==> src/include/modem_status_pkg.sv <==
/*
 * Shared constants for the modem status input block: APB register offsets,
 * status bit positions, reset values and interrupt event layout.
 * Assumes a 32-bit APB bus with word-aligned registers.
 */
package modem_status_pkg;

    // Register byte offsets
    localparam logic [7:0] OFF_MODEM_STATUS  = 8'h00;
    localparam logic [7:0] OFF_INT_ENABLE    = 8'h04;
    localparam logic [7:0] OFF_EVT_STATUS    = 8'h08;
    localparam logic [7:0] OFF_EVT_ENABLE    = 8'h0C;
    localparam logic [7:0] OFF_EVT_CLEAR     = 8'h10;
    localparam logic [7:0] OFF_TX_CONTROL    = 8'h14;

    // Modem status bit positions
    localparam int unsigned BIT_CTS_CHG  = 0;
    localparam int unsigned BIT_DSR_CHG  = 1;
    localparam int unsigned BIT_RI_CHG   = 2;
    localparam int unsigned BIT_DCD_CHG  = 3;
    localparam int unsigned BIT_CTS      = 4;
    localparam int unsigned BIT_DSR      = 5;
    localparam int unsigned BIT_RI       = 6;
    localparam int unsigned BIT_DCD      = 7;

    // Interrupt enable register: modem status enable bit
    localparam int unsigned BIT_IE_MODEM = 3;

    // Event status layout
    localparam int unsigned EVT_MODEM    = 0;
    localparam int unsigned EVT_WIDTH    = 2;
    localparam int unsigned EVT_TX_DONE  = 1;

    // Reset values
    localparam logic [3:0] RST_LINES_N   = 4'hF;
    localparam logic [7:0] RST_INT_EN    = 8'h00;
    localparam logic [1:0] RST_EVT       = 2'h0;
    localparam logic [7:0] RST_TX_LEN    = 8'h00;

    // Transmit bit period in cycles
    localparam int unsigned TX_BIT_CYCLES = 16;

endpackage

==> src/line_edge_detect.sv <==
/*
 * Samples one active-low modem line, presents its true level, and flags
 * rise and any change between successive samples.
 * Assumes the line is synchronous to pclk.
 */
`timescale 1ns/1ps
module line_edge_detect
(
    input  wire logic pclk,        // Clock
    input  wire logic presetn,     // Async reset, active low
    input  wire logic line_n,      // Active-low line
    output logic      level,       // Inverted current level
    output logic      rise,        // Pulse: line went low to high
    output logic      change       // Pulse: line changed
);
    import modem_status_pkg::*;

    logic prev_n_ff;

    // Remember the previous sample; idle high after reset
    always_ff @(posedge pclk or negedge presetn)
    begin
        if (!presetn)
            prev_n_ff <= 1'b1;
        else
            prev_n_ff <= line_n;
    end

    // Level and edge outputs
    assign level  = ~line_n;
    assign rise   = line_n & ~prev_n_ff;
    assign change = line_n ^ prev_n_ff;
endmodule

==> src/tx_shifter.sv <==
/*
 * Minimal serial transmitter: sends a byte 8N1 with a fixed bit period.
 * Assumes start is a one-cycle pulse taken only while idle; no handshake
 * input gates it.
 */
`timescale 1ns/1ps
module tx_shifter
(
    input  wire logic       pclk,     // Clock
    input  wire logic       presetn,  // Async reset, active low
    input  wire logic       start,    // Pulse: send data
    input  wire logic [7:0] data,     // Byte to send
    output logic            busy,     // Frame in progress
    output logic            done,     // Pulse: frame finished
    output logic            txd       // Serial output
);
    import modem_status_pkg::*;

    logic [9:0] shift_ff;
    logic [3:0] bits_ff;
    logic [4:0] tick_ff;
    logic       done_ff;

    // Shift one bit per period, start-data-stop
    always_ff @(posedge pclk or negedge presetn)
    begin
        if (!presetn)
        begin
            shift_ff <= 10'h3FF;
            bits_ff  <= 4'h0;
            tick_ff  <= 5'h00;
            done_ff  <= 1'b0;
        end
        else
        begin
            done_ff <= 1'b0;
            if (bits_ff == 4'h0)
            begin
                if (start)
                begin
                    shift_ff <= {1'b1, data, 1'b0};
                    bits_ff  <= 4'hA;
                    tick_ff  <= 5'(TX_BIT_CYCLES - 1);
                end
            end
            else if (tick_ff == 5'h00)
            begin
                shift_ff <= {1'b1, shift_ff[9:1]};
                bits_ff  <= bits_ff - 4'h1;
                tick_ff  <= 5'(TX_BIT_CYCLES - 1);
                done_ff  <= (bits_ff == 4'h1);
            end
            else
                tick_ff <= tick_ff - 5'h01;
        end
    end

    assign txd  = shift_ff[0];
    assign busy = (bits_ff != 4'h0);
    assign done = done_ff;
endmodule

==> src/modem_status_inputs.sv <==
/*
 * Modem status input logic of one serial port with an APB register slave,
 * sticky event interrupt and a small transmitter for checking independence.
 * Assumes modem lines are synchronous to pclk and an APB master on pclk.
 */
// What this block does
// - Status bit 4 reads the inverse of the clear-to-send line.
// - Status bit 5 reads the inverse of the data-set-ready line.
// - Status bit 6 reads the inverse of the ring-indicator line.
// - Status bit 7 reads the inverse of the carrier-detect line.
// - Clear-to-send rising since last status read sets bit 0.
// - Data-set-ready rising since last status read sets bit 1.
// - Ring-indicator rising since last status read sets bit 2.
// - Carrier-detect rising since last status read sets bit 3.
// - Enable bit 3 set: any handshake line change raises interrupt.
// - Transmitter never waits on or is gated by clear-to-send.
`timescale 1ns/1ps
module modem_status_inputs
(
    input  wire logic        pclk,             // APB clock, 10 MHz
    input  wire logic        presetn,          // Async reset, active low
    input  wire logic        psel,             // APB select
    input  wire logic        penable,          // APB access phase
    input  wire logic        pwrite,           // APB write
    input  wire logic [7:0]  paddr,            // APB byte address
    input  wire logic [31:0] pwdata,           // APB write data
    output logic      [31:0] prdata,           // APB read data
    output logic             pready,           // APB ready
    output logic             pslverr,          // APB error
    input  wire logic        clear_to_send_n,  // Modem line, active low
    input  wire logic        data_set_ready_n, // Modem line, active low
    input  wire logic        carrier_detect_n, // Modem line, active low
    input  wire logic        ring_indicator_n, // Modem line, active low
    output logic             txd,              // Serial transmit data
    output logic             modem_irq,        // Serial port interrupt
    output logic             irq               // Event interrupt
);
    import modem_status_pkg::*;

    logic [3:0] lvl;
    logic [3:0] rise;
    logic [3:0] chg;
    logic [3:0] flags_ff;
    logic [3:0] nxt_flags;
    logic [7:0] int_enable_ff;
    logic       modem_pend_ff;
    logic       nxt_modem_pend;
    logic [1:0] evt_status_ff;
    logic [1:0] evt_enable_ff;
    logic [1:0] nxt_evt_status;
    logic [31:0] prdata_ff;
    logic       tx_start;
    logic       tx_busy;
    logic       tx_done;
    logic [7:0] status_val;
    logic       wr_acc;
    logic       rd_acc;
    logic       msr_read;
    logic       addr_ok;
    logic [3:0] lines_n;

    // Line order: 0 cts, 1 dsr, 2 ri, 3 dcd (matches change bit order)
    assign lines_n = {carrier_detect_n, ring_indicator_n,
                      data_set_ready_n, clear_to_send_n};

    // One edge detector per handshake line
    generate
        for (genvar i = 0; i < 4; i++)
        begin : g_line
            line_edge_detect u_det
            (
                .pclk    (pclk),
                .presetn (presetn),
                .line_n  (lines_n[i]),
                .level   (lvl[i]),
                .rise    (rise[i]),
                .change  (chg[i])
            );
        end
    endgenerate

    // APB access decode; slave answers with no wait states
    assign wr_acc   = psel & penable & pwrite;
    assign rd_acc   = psel & penable & ~pwrite;
    assign addr_ok  = (paddr == OFF_MODEM_STATUS) ||
                      (paddr == OFF_INT_ENABLE)   ||
                      (paddr == OFF_EVT_STATUS)   ||
                      (paddr == OFF_EVT_ENABLE)   ||
                      (paddr == OFF_EVT_CLEAR)    ||
                      (paddr == OFF_TX_CONTROL);
    assign pready   = 1'b1;
    assign pslverr  = psel & penable & ~addr_ok;
    assign msr_read = rd_acc & (paddr == OFF_MODEM_STATUS);

    // Status byte: live inverted levels above, change flags below
    assign status_val = {lvl,
                         flags_ff};

    // Change flags: read clears, a rise in the same cycle still sets
    always_comb
    begin
        nxt_flags = flags_ff;
        if (msr_read)
            nxt_flags = 4'h0;
        nxt_flags = nxt_flags | rise;
    end

    always_ff @(posedge pclk or negedge presetn)
    begin
        if (!presetn)
            flags_ff <= 4'h0;
        else
            flags_ff <= nxt_flags;
    end

    // Interrupt enable register
    always_ff @(posedge pclk or negedge presetn)
    begin
        if (!presetn)
            int_enable_ff <= RST_INT_EN;
        else if (wr_acc && paddr == OFF_INT_ENABLE)
            int_enable_ff <= pwdata[7:0];
    end

    // Modem interrupt pending: any change sets, status read clears
    always_comb
    begin
        nxt_modem_pend = modem_pend_ff;
        if (msr_read)
            nxt_modem_pend = 1'b0;
        if (|chg)
            nxt_modem_pend = 1'b1;
    end

    always_ff @(posedge pclk or negedge presetn)
    begin
        if (!presetn)
            modem_pend_ff <= 1'b0;
        else
            modem_pend_ff <= nxt_modem_pend;
    end

    assign modem_irq = modem_pend_ff & int_enable_ff[BIT_IE_MODEM];

    // Transmitter start: write to tx control while idle
    assign tx_start = wr_acc & (paddr == OFF_TX_CONTROL) & ~tx_busy;

    tx_shifter u_tx
    (
        .pclk    (pclk),
        .presetn (presetn),
        .start   (tx_start),
        .data    (pwdata[7:0]),
        .busy    (tx_busy),
        .done    (tx_done),
        .txd     (txd)
    );

    // Sticky events: set wins over write-one-to-clear
    always_comb
    begin
        nxt_evt_status = evt_status_ff;
        if (wr_acc && paddr == OFF_EVT_CLEAR)
            nxt_evt_status = evt_status_ff & ~pwdata[1:0];
        nxt_evt_status[EVT_MODEM]   = nxt_evt_status[EVT_MODEM] | (|chg);
        nxt_evt_status[EVT_TX_DONE] = nxt_evt_status[EVT_TX_DONE] | tx_done;
    end

    always_ff @(posedge pclk or negedge presetn)
    begin
        if (!presetn)
            evt_status_ff <= RST_EVT;
        else
            evt_status_ff <= nxt_evt_status;
    end

    always_ff @(posedge pclk or negedge presetn)
    begin
        if (!presetn)
            evt_enable_ff <= RST_EVT;
        else if (wr_acc && paddr == OFF_EVT_ENABLE)
            evt_enable_ff <= pwdata[1:0];
    end

    assign irq = |(evt_status_ff & evt_enable_ff);

    // Read data mux, registered during setup so it is valid in access
    always_ff @(posedge pclk or negedge presetn)
    begin
        if (!presetn)
            prdata_ff <= 32'h0000_0000;
        else if (psel && !penable && !pwrite)
        begin
            unique case (paddr)
                OFF_MODEM_STATUS: prdata_ff <= {24'h000000, status_val};
                OFF_INT_ENABLE:   prdata_ff <= {24'h000000, int_enable_ff};
                OFF_EVT_STATUS:   prdata_ff <= {30'h0, evt_status_ff};
                OFF_EVT_ENABLE:   prdata_ff <= {30'h0, evt_enable_ff};
                OFF_TX_CONTROL:   prdata_ff <= {31'h0, tx_busy};
                default:          prdata_ff <= 32'h0000_0000;
            endcase
        end
    end

    // Flags set between setup and access are merged into the read value
    assign prdata = (paddr == OFF_MODEM_STATUS) ?
                    {prdata_ff[31:8], lvl, prdata_ff[3:0] | flags_ff} :
                    prdata_ff;

    // Assertions
    cts_level_a: assert property (@(posedge pclk) disable iff (!presetn)
        status_val[BIT_CTS] == !clear_to_send_n)
        else $error("cts level wrong");
    dsr_level_a: assert property (@(posedge pclk) disable iff (!presetn)
        status_val[BIT_DSR] == !data_set_ready_n)
        else $error("dsr level wrong");
    ri_level_a: assert property (@(posedge pclk) disable iff (!presetn)
        status_val[BIT_RI] == !ring_indicator_n)
        else $error("ri level wrong");
    dcd_level_a: assert property (@(posedge pclk) disable iff (!presetn)
        status_val[BIT_DCD] == !carrier_detect_n)
        else $error("dcd level wrong");
    cts_rise_a: assert property (@(posedge pclk) disable iff (!presetn)
        $rose(clear_to_send_n) |=> flags_ff[BIT_CTS_CHG])
        else $error("cts rise not flagged");
    dsr_rise_a: assert property (@(posedge pclk) disable iff (!presetn)
        $rose(data_set_ready_n) |=> flags_ff[BIT_DSR_CHG])
        else $error("dsr rise not flagged");
    ri_rise_a: assert property (@(posedge pclk) disable iff (!presetn)
        $rose(ring_indicator_n) |=> flags_ff[BIT_RI_CHG])
        else $error("ri rise not flagged");
    dcd_rise_a: assert property (@(posedge pclk) disable iff (!presetn)
        $rose(carrier_detect_n) |=> flags_ff[BIT_DCD_CHG])
        else $error("dcd rise not flagged");
    modem_irq_a: assert property (@(posedge pclk) disable iff (!presetn)
        (chg != 4'h0) && int_enable_ff[BIT_IE_MODEM] && !wr_acc
        |=> modem_irq)
        else $error("modem irq missing");
    tx_free_a: assert property (@(posedge pclk) disable iff (!presetn)
        wr_acc && paddr == OFF_TX_CONTROL && !tx_busy |=> tx_busy)
        else $error("tx did not start");
    read_clear_a: assert property (@(posedge pclk) disable iff (!presetn)
        msr_read && rise == 4'h0 |=> flags_ff == 4'h0)
        else $error("flags not cleared");
endmodule

==> config.mk <==
export PLATFORM = sky130hd
export DESIGN_NAME = modem_status_inputs
export DESIGN_NICKNAME = d
export VERILOG_FILES = /design/src/include/modem_status_pkg.sv /design/src/line_edge_detect.sv /design/src/tx_shifter.sv /design/src/modem_status_inputs.sv
export SDC_FILE = /design/constraint.sdc
export NUM_CORES = 1
export LEC_CHECK = 0
export BUFFER_PORTS_ARGS = -buffer_cell sky130_fd_sc_hd__buf_2
export CORE_UTILIZATION = 46
export DETAILED_ROUTE_END_ITERATION = 10
export GPL_TIMING_DRIVEN = 0
export HOLD_SLACK_MARGIN = 0.1
export PLACE_DENSITY = 0.89
export SLEW_MARGIN = 20
export SYNTH_ARGS = -nofsm -noshare
export SYNTH_HDL_FRONTEND = slang
export SYNTH_SLANG_ARGS = --single-unit
==> constraint.sdc <==
create_clock -name pclk -period 3.31 [get_ports pclk]
set_clock_uncertainty 0.2 [all_clocks]
set_input_delay 0.993 -clock pclk [delete_from_list [all_inputs] [get_ports pclk]]
set_output_delay 0.993 -clock pclk [all_outputs]
set_load 0.005 [all_outputs]
==> results of run 1 <==
==> flip-flops by register name (all words and copies together), names as in the netlist <==
name and cells:
u_tx.shift_ff 9, prdata_ff 8, int_enable_ff 8, u_tx.tick_ff 5
modem_pend_ff 1, evt_enable_ff 2, u_tx.done 1, g_line.u_det.prev_n_ff 4
flags_ff 4, u_tx.bits_ff 4, evt_status_ff 2
==> cell type report <==
type	instances	area share
sequential	48	0.390
clock inverter	3	0.0152
inverter	9	0.0108
buffer	33	0.0734
tap	70	0.0281
clock buffer	5	0.0221
timing repair buffer	38	0.0682
multi-input combinational	161	0.392
==> layer usage <==
metal | global-route usage | vias to the layer above | share of wire
li1 | - | 915 | -
met1 | 0.243 | 935 | 0.43
met2 | 0.351 | 56 | 0.51
met3 | 0.0464 | 6 | 0.053
met4 | 0.0660 | 0 | 0.012
met5 | 0 | - | 0
==> path summary, 6_finish.rpt <==
| kind | endpoint | depth (start not counted) |
|---|---|---|
| worst max-delay path | prdata[5] | 6 |
| worst min-delay path | evt_status_ff[1] | 1 |
| worst max register to register | u_tx.tick_ff[3] | 8 |
| worst min register to register | evt_status_ff[1] | 1 |
| max in group asynchronous | int_enable_ff[4] | 1 |
| min in group asynchronous | prdata_ff[1] | 1 |
==> layout by cell type (no fill, tap or decap), types with 2 or more instances in the layout <==
| master | instances |
|---|---|
| o2bb2ai_2 | 2 |
| mux2_2 | 11 |
| or3b_2 | 2 |
| clkinv_4 | 2 |
| or3_4 | 4 |
| buf_4 | 29 |
| buf_2 | 35 |
| nor4b_1 | 3 |
| dfstp_2 | 13 |
| nor2_1 | 3 |
| o21ai_0 | 3 |
| conb_1 | 25 |
| o21ai_1 | 7 |
| o2bb2ai_1 | 3 |
| buf_6 | 3 |
| o21ai_2 | 4 |
| clkbuf_1 | 4 |
| and2_1 | 2 |
| mux2i_1 | 8 |
| inv_1 | 9 |
| clkbuf_8 | 5 |
| nand2_2 | 4 |
| a22o_1 | 11 |
| a21o_1 | 11 |
| a22oi_1 | 2 |
| nand4_1 | 2 |
| dfrtp_1 | 35 |
| ha_1 | 7 |
| nor3_1 | 2 |
| nand2_1 | 10 |
| nor4b_2 | 2 |
| nand3_1 | 9 |
==> cells by family after synthesis <==
logic type | share of synthesized area
AOI/OAI and AO/OA | 0.152
buffers and inverters | 0.106
adders and majority gates | 0.0338
xor gates and xnor gates | 0.00677
other | 0.00290
DFF | 0.470
muxes | 0.0875
and+or+nand+nor | 0.141
==> worst reg2reg max path, cell delays in order (launching register included) <==
cell and delay [ns]:
dfrtp_1 0.41, inv_1 0.10, ha_1 0.20, or3b_2 0.45, clkbuf_1 0.21, nand2_1 0.30, and2_1 0.17, buf_2 0.19
nand3b_1 0.10
==> stage by stage <==
| step | total power [uW] | instance area, sq um | hold slack (ns) | util |
|---|---|---|---|---|
| floorplan | 655 | 2690 | 0.204 | - |
| finish | 1130 | 3120 | 0.241 | 0.592 |
| detailed placement | 697 | 2960 | 0.222 | 0.561 |
| global placement | 695 | 2960 | 0.211 | 0.561 |
| global route | 1180 | 3120 | 0.257 | 0.592 |
| CTS | 1140 | 3120 | 0.244 | 0.592 |
==> what timing repair did <==
| action | in CTS | in global routing |
|---|---|---|
| gates cloned | 1 | 0 |
| setup endpoints to repair | 9 | 9 |
| pin swaps | 10 | 5 |
| gates resized for setup | 7 | 0 |
| buffers inserted | 3 | 0 |
==> power groups by stage <==
stage	combinational, uW	clock (uW)	sequential [uW]
final	96.0	442	595
after global routing	108	472	596
after CTS	95.3	446	595
after global placement	89.1	0	606
after floorplan	49.9	0	605
after detailed placement	91.6	0	606
==> flow_metrics.py, run 1 <==
metrics = {
    "worst_hold_path": {
        "hp-start": "u_tx.done",
        "hold_class": "register to register",
    },
    "power": {
        "power_density_nw_per_um2": 363,
        "combPwrFrac": 0.085,
        "max-vdd-ir-drop_mv": 0.178,
        "switchingPower_uw": 267,
        "p_clk_frac": 0.390,
        "p_seq_frac": 0.525,
        "p_sw_frac": 0.236,
        "intPower_uw": 865,
        "power_leakage_uw": 0.00151,
    },
    "floorplan": {
        "coreArea_sq_um": 5270,
        "die_x_um": 77.0,
        "start_util": 0.491,
        "die_y_um": 77.0,
        "ios": 86,
        "rows": 26,
        "die_area_sq_um": 5930,
    },
    "synth": {
        "ys_ff_latch": 48,
        "yosys_warnings": 0,
        "synth_flop_cell": "dfrtp_1",
        "seq_area_frac_synth": 0.470,
        "synth_edf_count": 0,
        "synthTopCellsByCount": "dfrtp_1, buf_4, nand2_1",
        "synth_cell_type_count": 53,
        "synthArstFlopShare": 1.00,
        "netlist_instances": 228,
        "syn_area_sq_um": 2590,
        "yosys-top-cells-area": "dfrtp_1, dfstp_2, buf_4, mux2_2, a22o_1",
        "synth_area_leader_cell": "dfrtp_1",
        "syn_avg_cell_area_sq_um": 11.4,
        "synth.most_common_cell": "dfrtp_1",
        "netlist.area_leader.share": 0.338,
    },
    "critical_path": {
        "cp-end-kind": "output pin",
        "crit_arrival_ns": 2.35,
        "r2r_slack_ns": 0.89,
        "reg2reg_from": "u_tx.bits_ff[0]",
        "path_cells": "buf_6 -> or4_4 -> or3_4 -> nand2_2 -> o21ai_2 -> buf_2",
        "crit_path_start": "paddr[4]",
        "cpLargestDelayFamily": "simple AND/OR/NAND/NOR gates",
        "cpMaxStageDelayCell": "or4_4",
        "crit_required_ns": 2.12,
        "startpoint_type": "primary input",
        "worstPathMaxFanout": 6,
        "cp_num_buf_inv": 2,
        "critPathMaxStageDelay_ns": 0.58,
        "critPathKind": "primary input to output pin",
    },
    "grt": {
        "grt.total_usage": 0.201,
        "grt_max_degree": 49,
        "gr-total-overflow": 0,
        "antenna_found_initial": 0,
        "grt_pass1_wl_um": 9170,
        "grt_pass1_vias": 1898,
    },
    "detailed_routing": {
        "routedWlPerCell_um": 14.9,
        "initialDrtViolationCount": 134,
        "vias": 1912,
        "routed_wl_um": 5460,
        "firstDrtPassIters": 4,
        "drc": 0,
        "ant_nets": 0,
        "detail_route.vias_per_cell": 5.21,
    },
    "timing": {
        "timing_hold_violations_final": 0,
        "worst_pin_slew_ns": 0.599,
        "fmax_ghz": 0.282,
        "slew_violations": 0,
        "finalCriticalPeriod_ns": 3.54,
        "finalSetupViolCount": 9,
        "rsz0062_at_grt": "true",
        "setup_slack_ns": -0.234,
        "min_period_over_period": 1.07,
        "slew_headroom": 0.600,
        "finalSetupTns_ns": -1.77,
    },
    "clock_tree": {
        "clkLatencyLatePin_ns": 0.31,
        "cts_buffers": 5,
        "cts_hold_buf": 0,
        "cts-root-buf": "clkbuf_8",
        "clk_pin_slew_ns": 0.09,
        "tritoncts": "done",
        "clock-sinks": 48,
        "clockBufferDepth": 2,
        "ctsHtreeMaxLevel": 2,
    },
    "status": {
        "violations": "setup timing",
        "status": "finished with violations",
    },
    "cells_and_area": {
        "finalNetCount": 352,
        "stdcell_count": 367,
        "multiInputGateArea_sq_um": 1220,
        "seq_area_sq_um": 1220,
        "fillers": 430,
        "insertedDiodeCount": 0,
        "drive_above_1_share": 0.421,
        "area_growth_syn_to_layout_pct": 20.5,
    },
    "placement": {
        "numPortBuffers": 35,
        "hpwl_um": 3860,
        "post-place-ws_ns": -0.362,
        "dp_cells": 356,
        "gp_congestion": 0.796,
    },
    "run": {
        "maxCapViolCount": 0,
    },
}
(Power assumes the default switching activity.)
==> inputs of run 2 (changes only) <==
- ABC_AREA: not set -> 1
- PLACE_DENSITY: 0.89 -> 0.88
==> run 2 against run 1 <==
  * The flow now finishes without violations
  * Sequential power hardly changed
  * Total power down 0.19%
  * Wire length is essentially flat
  * Non-clock buffer count is 4 lower
  * Critical path depth increased by 1
  * Clock power decreased by 0.9%
  * Sequential cell count did not move
  * Register-to-register slack improved by 0.53 ns
  * Largest cell class is now registers
  * Highest routed layer unchanged
==> flow_metrics.py, run 2 <==
metrics = {
    "status": {
        "status": "finished, final reports clean",
    },
    "critical_path": {
        "worstPathMaxFanout": 10,
        "path_cells": "buf_2 -> inv_1 -> nand2_1 -> nor2_2 -> buf_2 -> a211oi_1 -> buf_2",
        "cp-end-kind": "output pin",
        "crit_required_ns": 2.12,
        "cpMostUsedCell": "buf_2",
        "startpoint_type": "primary input",
        "critPathKind": "primary input to output pin",
        "crit_arrival_ns": 1.98,
        "critPathMaxStageDelay_ns": 0.27,
        "cpMaxStageDelayCell": "buf_2",
    },
    "clock_tree": {
        "cts_buffers": 5,
        "tritoncts": "done",
        "cts_resized": 1,
        "post_cts_buffers": 0,
        "clkLatencyLatePin_ns": 0.31,
        "clk_pin_slew_ns": 0.09,
        "clock-sinks": 48,
        "clockBufferDepth": 2,
        "cts_hold_buf": 0,
        "ctsHtreeMaxLevel": 2,
        "cts-root-buf": "clkbuf_8",
    },
    "synth": {
        "syn_area_sq_um": 2660,
        "syn_avg_cell_area_sq_um": 8.07,
        "netlist_instances": 329,
        "synthTopCellsByCount": "nand2_1, inv_1, dfrtp_1",
        "ys_ff_latch": 48,
        "yosys-top-cells-area": "dfrtp_1, dfstp_2, nand2_1, buf_4, inv_1",
        "synth_area_leader_cell": "dfrtp_1",
        "synth_edf_count": 0,
        "synth.most_common_cell": "nand2_1",
        "synth_flop_cell": "dfrtp_1",
        "synthArstFlopShare": 1.00,
        "seq_area_frac_synth": 0.459,
        "yosys_warnings": 0,
        "synth_cell_type_count": 36,
        "netlist.area_leader.share": 0.330,
    },
    "timing": {
        "min_period_over_period": 0.960,
        "worst_pin_slew_ns": 0.592,
        "slew_violations": 0,
        "timing_hold_violations_final": 0,
        "fmax_ghz": 0.315,
        "slew_headroom": 0.605,
        "finalCriticalPeriod_ns": 3.18,
        "finalSetupViolCount": 0,
        "rsz0062_at_grt": "false",
    },
    "cells_and_area": {
        "fillers": 522,
        "insertedDiodeCount": 0,
        "mostFrequentLayoutCells": "nand2_1, inv_1, buf_2, dfrtp_1, buf_4",
        "multiInputGateArea_sq_um": 1130,
        "largest_reg_flops": 9,
        "final_common_cell": "nand2_1",
        "top_regs": "u_tx.shift_ff x9, int_enable_ff x8, prdata_ff x8",
        "drive_above_1_share": 0.263,
        "regMostFlops": "u_tx.shift_ff",
        "seq_area_sq_um": 1220,
        "area_growth_syn_to_layout_pct": 17.8,
        "stdcell_area_sq_um": 3130,
        "stdcell_count": 467,
        "finalNetCount": 450,
    },
    "grt": {
        "grt.total_usage": 0.200,
        "grt_max_degree": 49,
        "gr-total-overflow": 0,
        "grt_pass1_wl_um": 9300,
        "grt_pass1_vias": 2096,
        "antenna_found_initial": 0,
    },
    "detailed_routing": {
        "ant_nets": 0,
        "initialDrtViolationCount": 171,
        "firstDrtPassIters": 4,
        "vias": 2219,
        "detail_route.vias_per_cell": 4.75,
        "routed_wl_um": 5460,
        "routedWlPerCell_um": 11.7,
        "drc": 0,
    },
    "power": {
        "power_leakage_uw": 0.00177,
        "max-vdd-ir-drop_mv": 0.275,
        "power_density_nw_per_um2": 361,
    },
    "run": {
        "maxCapViolCount": 0,
    },
    "floorplan": {
        "rows": 27,
        "die_y_um": 78.0,
        "start_util": 0.479,
        "ios": 86,
        "coreArea_sq_um": 5540,
        "die_area_sq_um": 6080,
        "die_x_um": 78.0,
    },
    "placement": {
        "place_area_sq_um": 3010,
        "numPortBuffers": 36,
        "hpwl_um": 4080,
        "dp_cells": 460,
        "gp_congestion": 0.838,
    },
    "worst_hold_path": {
        "hold_class": "register to register",
    },
}
## run 2: cell count changes in the layout (fill, tap and decap cells not counted), moves of 10 or more
cell	delta
a21o_1	-11
a22o_1	-10
inv_1	+33
mux2_2	-11
nand2_1	+81
nand3_1	+14
nor2_1	+10
o21ai_0	+22
## run 2: layer usage
metal / track usage / share of wire / up-vias
met5: 0 / 0 / -
met4: 0.0852 / 0.023 / 0
met3: 0.0506 / 0.058 / 9
met2: 0.338 / 0.48 / 71
met1: 0.241 / 0.44 / 1019
li1: - / - / 1120
## run 2: worst paths after layout
| kind | start | endpoint | slack (ns) | depth (start not counted) |
|---|---|---|---|---|
| worst max register to register | u_tx.bits_ff[0] | u_tx.shift_ff[1] | 1.42 | 7 |
| worst max-delay path | paddr[0] | pslverr | 0.13 | 7 |
| max in group asynchronous | presetn | int_enable_ff[2] | 2.03 | 1 |
| worst min register to register | u_tx.done | evt_status_ff[1] | 0.25 | 2 |
| min in group asynchronous | presetn | prdata_ff[1] | 0.47 | 1 |
| worst min-delay path | u_tx.done | evt_status_ff[1] | 0.25 | 2 |
## run 2: final cells by class
type                    instances  area share
inverters                      45      0.0540
plain buffers                  31      0.0716
repair buffers                 36      0.0584
multi-input cells             227       0.361
well taps                      72      0.0288
clock buffers                   5      0.0220
flip-flops and latches         48       0.389
clock inverters                 3      0.0148
## run 2: logic make-up after synthesis
logic type / after synthesis / share of synthesized area
buf+inv: 77 / 0.149
xor+xnor: 3 / 0.00990
simple gates: 141 / 0.234
compound gates: 51 / 0.112
other cells: 2 / 0.00283
flops: 48 / 0.459
fa+ha+maj: 7 / 0.0330
## run 2: report_power, final
| group | switching [uW] | internal, uW | leakage, uW |
|---|---|---|---|
| Combinational | 54.8 | 41.6 | 0.00114 |
| Clock | 210 | 228 | 0.0000548 |
| Sequential | 2.51 | 594 | 0.000574 |
## run 2: metrics by stage
step	TNS [ns]	utilization	hold WS [ns]	power, uW	worst slack [ns]
finish	0	0.565	0.246	1130	0.133
global route	0	0.565	0.265	1180	0.0187
floorplan	0	-	0.209	662	0.323
CTS	0	0.564	0.247	1140	0.140
detailed placement	-0.443	0.544	0.226	702	-0.0865
global placement	-0.330	0.544	0.220	699	-0.0670
## run 2: worst max-delay path: cells and delay by family
kind	cells	cell delay, ns
and+or+nand+nor	2	0.31
buffers and inverters	4	0.56
AOI/OAI and AO/OA	1	0.12
==> inputs of run 3 (changes only) <==
- CORE_UTILIZATION: 46 -> 47
- PLACE_DENSITY: 0.88 -> 0.89
- SYNTH_HIERARCHICAL: not set -> 1
- TNS_END_PERCENT: not set -> 100
==> run 3 against run 2 <==
  * Area after synthesis increased by 7.4%
  * Highest routed layer unchanged
  * Non-clock buffer count decreased by 1
  * Cell count increased by 8.6%
  * Critical path type unchanged
  * Total power increased by 78%
==> flow_metrics.py, run 3 <==
metrics = {
    "floorplan": {
        "coreArea_sq_um": 5890,
        "die_area_sq_um": 6380,
        "rows": 28,
        "start_util": 0.484,
        "die_y_um": 79.9,
        "ios": 86,
        "die_x_um": 79.9,
    },
    "timing": {
        "finalSetupTns_ns": 0,
        "setup_slack_ns": 0.0637,
        "worst_pin_slew_ns": 0.836,
        "min_period_over_period": 0.981,
        "timing_hold_violations_final": 0,
        "fmax_ghz": 0.308,
        "finalSetupViolCount": 0,
        "slew_violations": 0,
        "slew_headroom": 0.437,
        "finalCriticalPeriod_ns": 3.25,
        "rsz0062_at_grt": "false",
    },
    "clock_tree": {
        "clockBufferDepth": 2,
        "cts_hold_buf": 0,
        "clkLatencyLatePin_ns": 0.30,
        "cts-root-buf": "clkbuf_8",
        "cts_buffers": 5,
        "clock-sinks": 48,
        "post_cts_buffers": 0,
        "clk_pin_slew_ns": 0.07,
        "ctsHtreeMaxLevel": 2,
        "tritoncts": "done",
    },
    "synth": {
        "yosys_warnings": 6,
        "yosys-top-cells-area": "dfrtp_1, nand2_1, dfstp_2, buf_4, inv_1",
        "syn_avg_cell_area_sq_um": 7.81,
        "netlist.area_leader.share": 0.307,
        "netlist_instances": 365,
        "synth_flop_cell": "dfrtp_1",
        "syn_area_sq_um": 2850,
        "synth_cell_type_count": 33,
        "synthArstFlopShare": 1.00,
        "synth_area_leader_cell": "dfrtp_1",
        "synth.most_common_cell": "nand2_1",
        "synth_edf_count": 0,
        "ys_ff_latch": 48,
        "synthTopCellsByCount": "nand2_1, inv_1, dfrtp_1",
        "seq_area_frac_synth": 0.427,
    },
    "power": {
        "switchingPower_uw": 779,
        "combPwrFrac": 0.400,
        "power_density_nw_per_um2": 600,
        "power_leakage_uw": 0.00195,
        "max-vdd-ir-drop_mv": 0.357,
        "p_seq_frac": 0.370,
        "p_clk_frac": 0.230,
        "intPower_uw": 1230,
        "p_sw_frac": 0.388,
    },
    "detailed_routing": {
        "detail_route.vias_per_cell": 4.68,
        "firstDrtPassIters": 4,
        "initialDrtViolationCount": 145,
        "routedWlPerCell_um": 11.5,
        "routed_wl_um": 5840,
        "vias": 2371,
        "drc": 0,
        "ant_nets": 0,
    },
    "grt": {
        "use_met3": 0.0263,
        "grt_pass1_vias": 2234,
        "met1_usage": 0.253,
        "grt.total_usage": 0.198,
        "grt-busiest-layer": "met2",
        "antenna_found_initial": 0,
        "grt_pass1_wl_um": 9770,
        "gr-total-overflow": 0,
        "use_met2": 0.341,
        "grt_max_degree": 49,
    },
    "placement": {
        "numPortBuffers": 36,
        "gp_congestion": 0.821,
        "post-place-ws_ns": 0.0794,
        "hpwl_um": 4300,
        "place_area_sq_um": 3210,
    },
    "cells_and_area": {
        "final_common_cell": "nand2_1",
        "drive_above_1_share": 0.287,
        "largest_reg_flops": 9,
        "mostFrequentLayoutCells": "nand2_1, inv_1, buf_2, dfrtp_1, buf_4",
        "stdcell_area_sq_um": 3350,
        "insertedDiodeCount": 0,
        "area_growth_syn_to_layout_pct": 17.3,
        "fillers": 523,
        "top_regs": "u_tx/shift_ff x9, int_enable_ff x8, prdata_ff x8",
        "regMostFlops": "u_tx/shift_ff",
        "finalNetCount": 488,
    },
    "run": {
        "maxCapViolCount": 0,
    },
    "worst_hold_path": {
        "holdPathStages": 2,
        "hold_class": "register to register",
    },
    "critical_path": {
        "reg2reg_depth": 11,
        "worstPathMaxFanout": 10,
        "crit_required_ns": 2.12,
        "cp-end-kind": "output pin",
        "startpoint_type": "primary input",
        "critPathKind": "primary input to output pin",
        "crit_arrival_ns": 2.05,
    },
    "status": {
        "status": "finished, final reports clean",
    },
}
-- run 3: changes by cell type after synthesis, moves of 3 or more --
| cell | change |
|---|---|
| o21ai_0 | -23 |
| buf_6 | +3 |
| inv_1 | +5 |
| nand2_1 | +39 |
| buf_2 | -4 |
| nand2_2 | +9 |
| inv_2 | +4 |
| o21ai_2 | +5 |
| nand3_1 | -4 |
-- run 3: what timing repair did --
action | 4_1_cts | 5_1_grt
gates resized for setup | 0 | 1
endpoints found under the hold margin | 0 | 0
setup endpoints to repair | 0 | 6
-- run 3: layout make-up --
| cell class | instances | area [sq um] | share of cell area |
|---|---|---|---|
| plain buffers | 30 | 238 | 0.0711 |
| multi-input cells | 256 | 1280 | 0.384 |
| repair buffers | 36 | 183 | 0.0546 |
| well taps | 75 | 93.8 | 0.0280 |
| clock inverters | 1 | 30.0 | 0.00898 |
| flip-flops and latches | 48 | 1220 | 0.364 |
| inverters | 54 | 204 | 0.0610 |
| clock buffers | 7 | 96.3 | 0.0288 |
-- run 3: power groups by stage --
stage / clock (uW) / sequential, uW / combinational (uW)
global placement: 0 / 747 / 760
detailed placement: 0 / 752 / 793
finish: 462 / 742 / 802
CTS: 467 / 742 / 799
global route: 498 / 750 / 907
floorplan: 0 / 740 / 613
-- run 3: worst paths after layout --
| check | from | endpoint | slack (ns) |
|---|---|---|---|
| max in group asynchronous | presetn | u_tx/bits_ff[0] | 2.00 |
| min in group asynchronous | presetn | flags_ff[0] | 0.48 |
| min reg2reg | u_tx/shift_ff[0] | u_tx/shift_ff[0] | 0.26 |
| min | u_tx/shift_ff[0] | u_tx/shift_ff[0] | 0.26 |
| max | paddr[3] | prdata[4] | 0.06 |
| max reg2reg | u_tx/bits_ff[0] | u_tx/bits_ff[3] | 0.57 |
-- run 3: critical path, stage by stage --
cell     delay, ns
buf_2         0.12
nor2_1        0.10
nand2_1       0.11
nor2_4        0.15
inv_2         0.12
buf_6         0.16
o21ai_1       0.14
buf_2         0.15
-- run 3: metal layers --
metal	vias up	routed length, um
li1	1203	-
met1	1074	2530
met2	82	2870
met3	12	347
met4	0	101
met5	-	0
-- run 3: per-stage QoR --
step           cells   util  total power [uW]  hold WS (ns)
2_1_floorplan    388      -              1350         0.209
3_3_place_gp     499  0.546              1510         0.216
3_5_place_dp     499  0.546              1540         0.243
4_1_cts          507  0.567              2010         0.266
5_1_grt          507  0.568              2160         0.276
6_report         507  0.568              2010         0.263
-- run 3: kinds of logic (layout without fill, tap and decap cells) --
group	after synthesis	count (layout)	synth area share
AND/OR/NAND/NOR	192	192	0.306
buffers and inverters	84	128	0.155
flip-flops	48	48	0.427
AO/OA/AOI/OAI	31	31	0.0746
adder cells (fa/ha/maj)	8	8	0.0351
other	2	25	0.00263
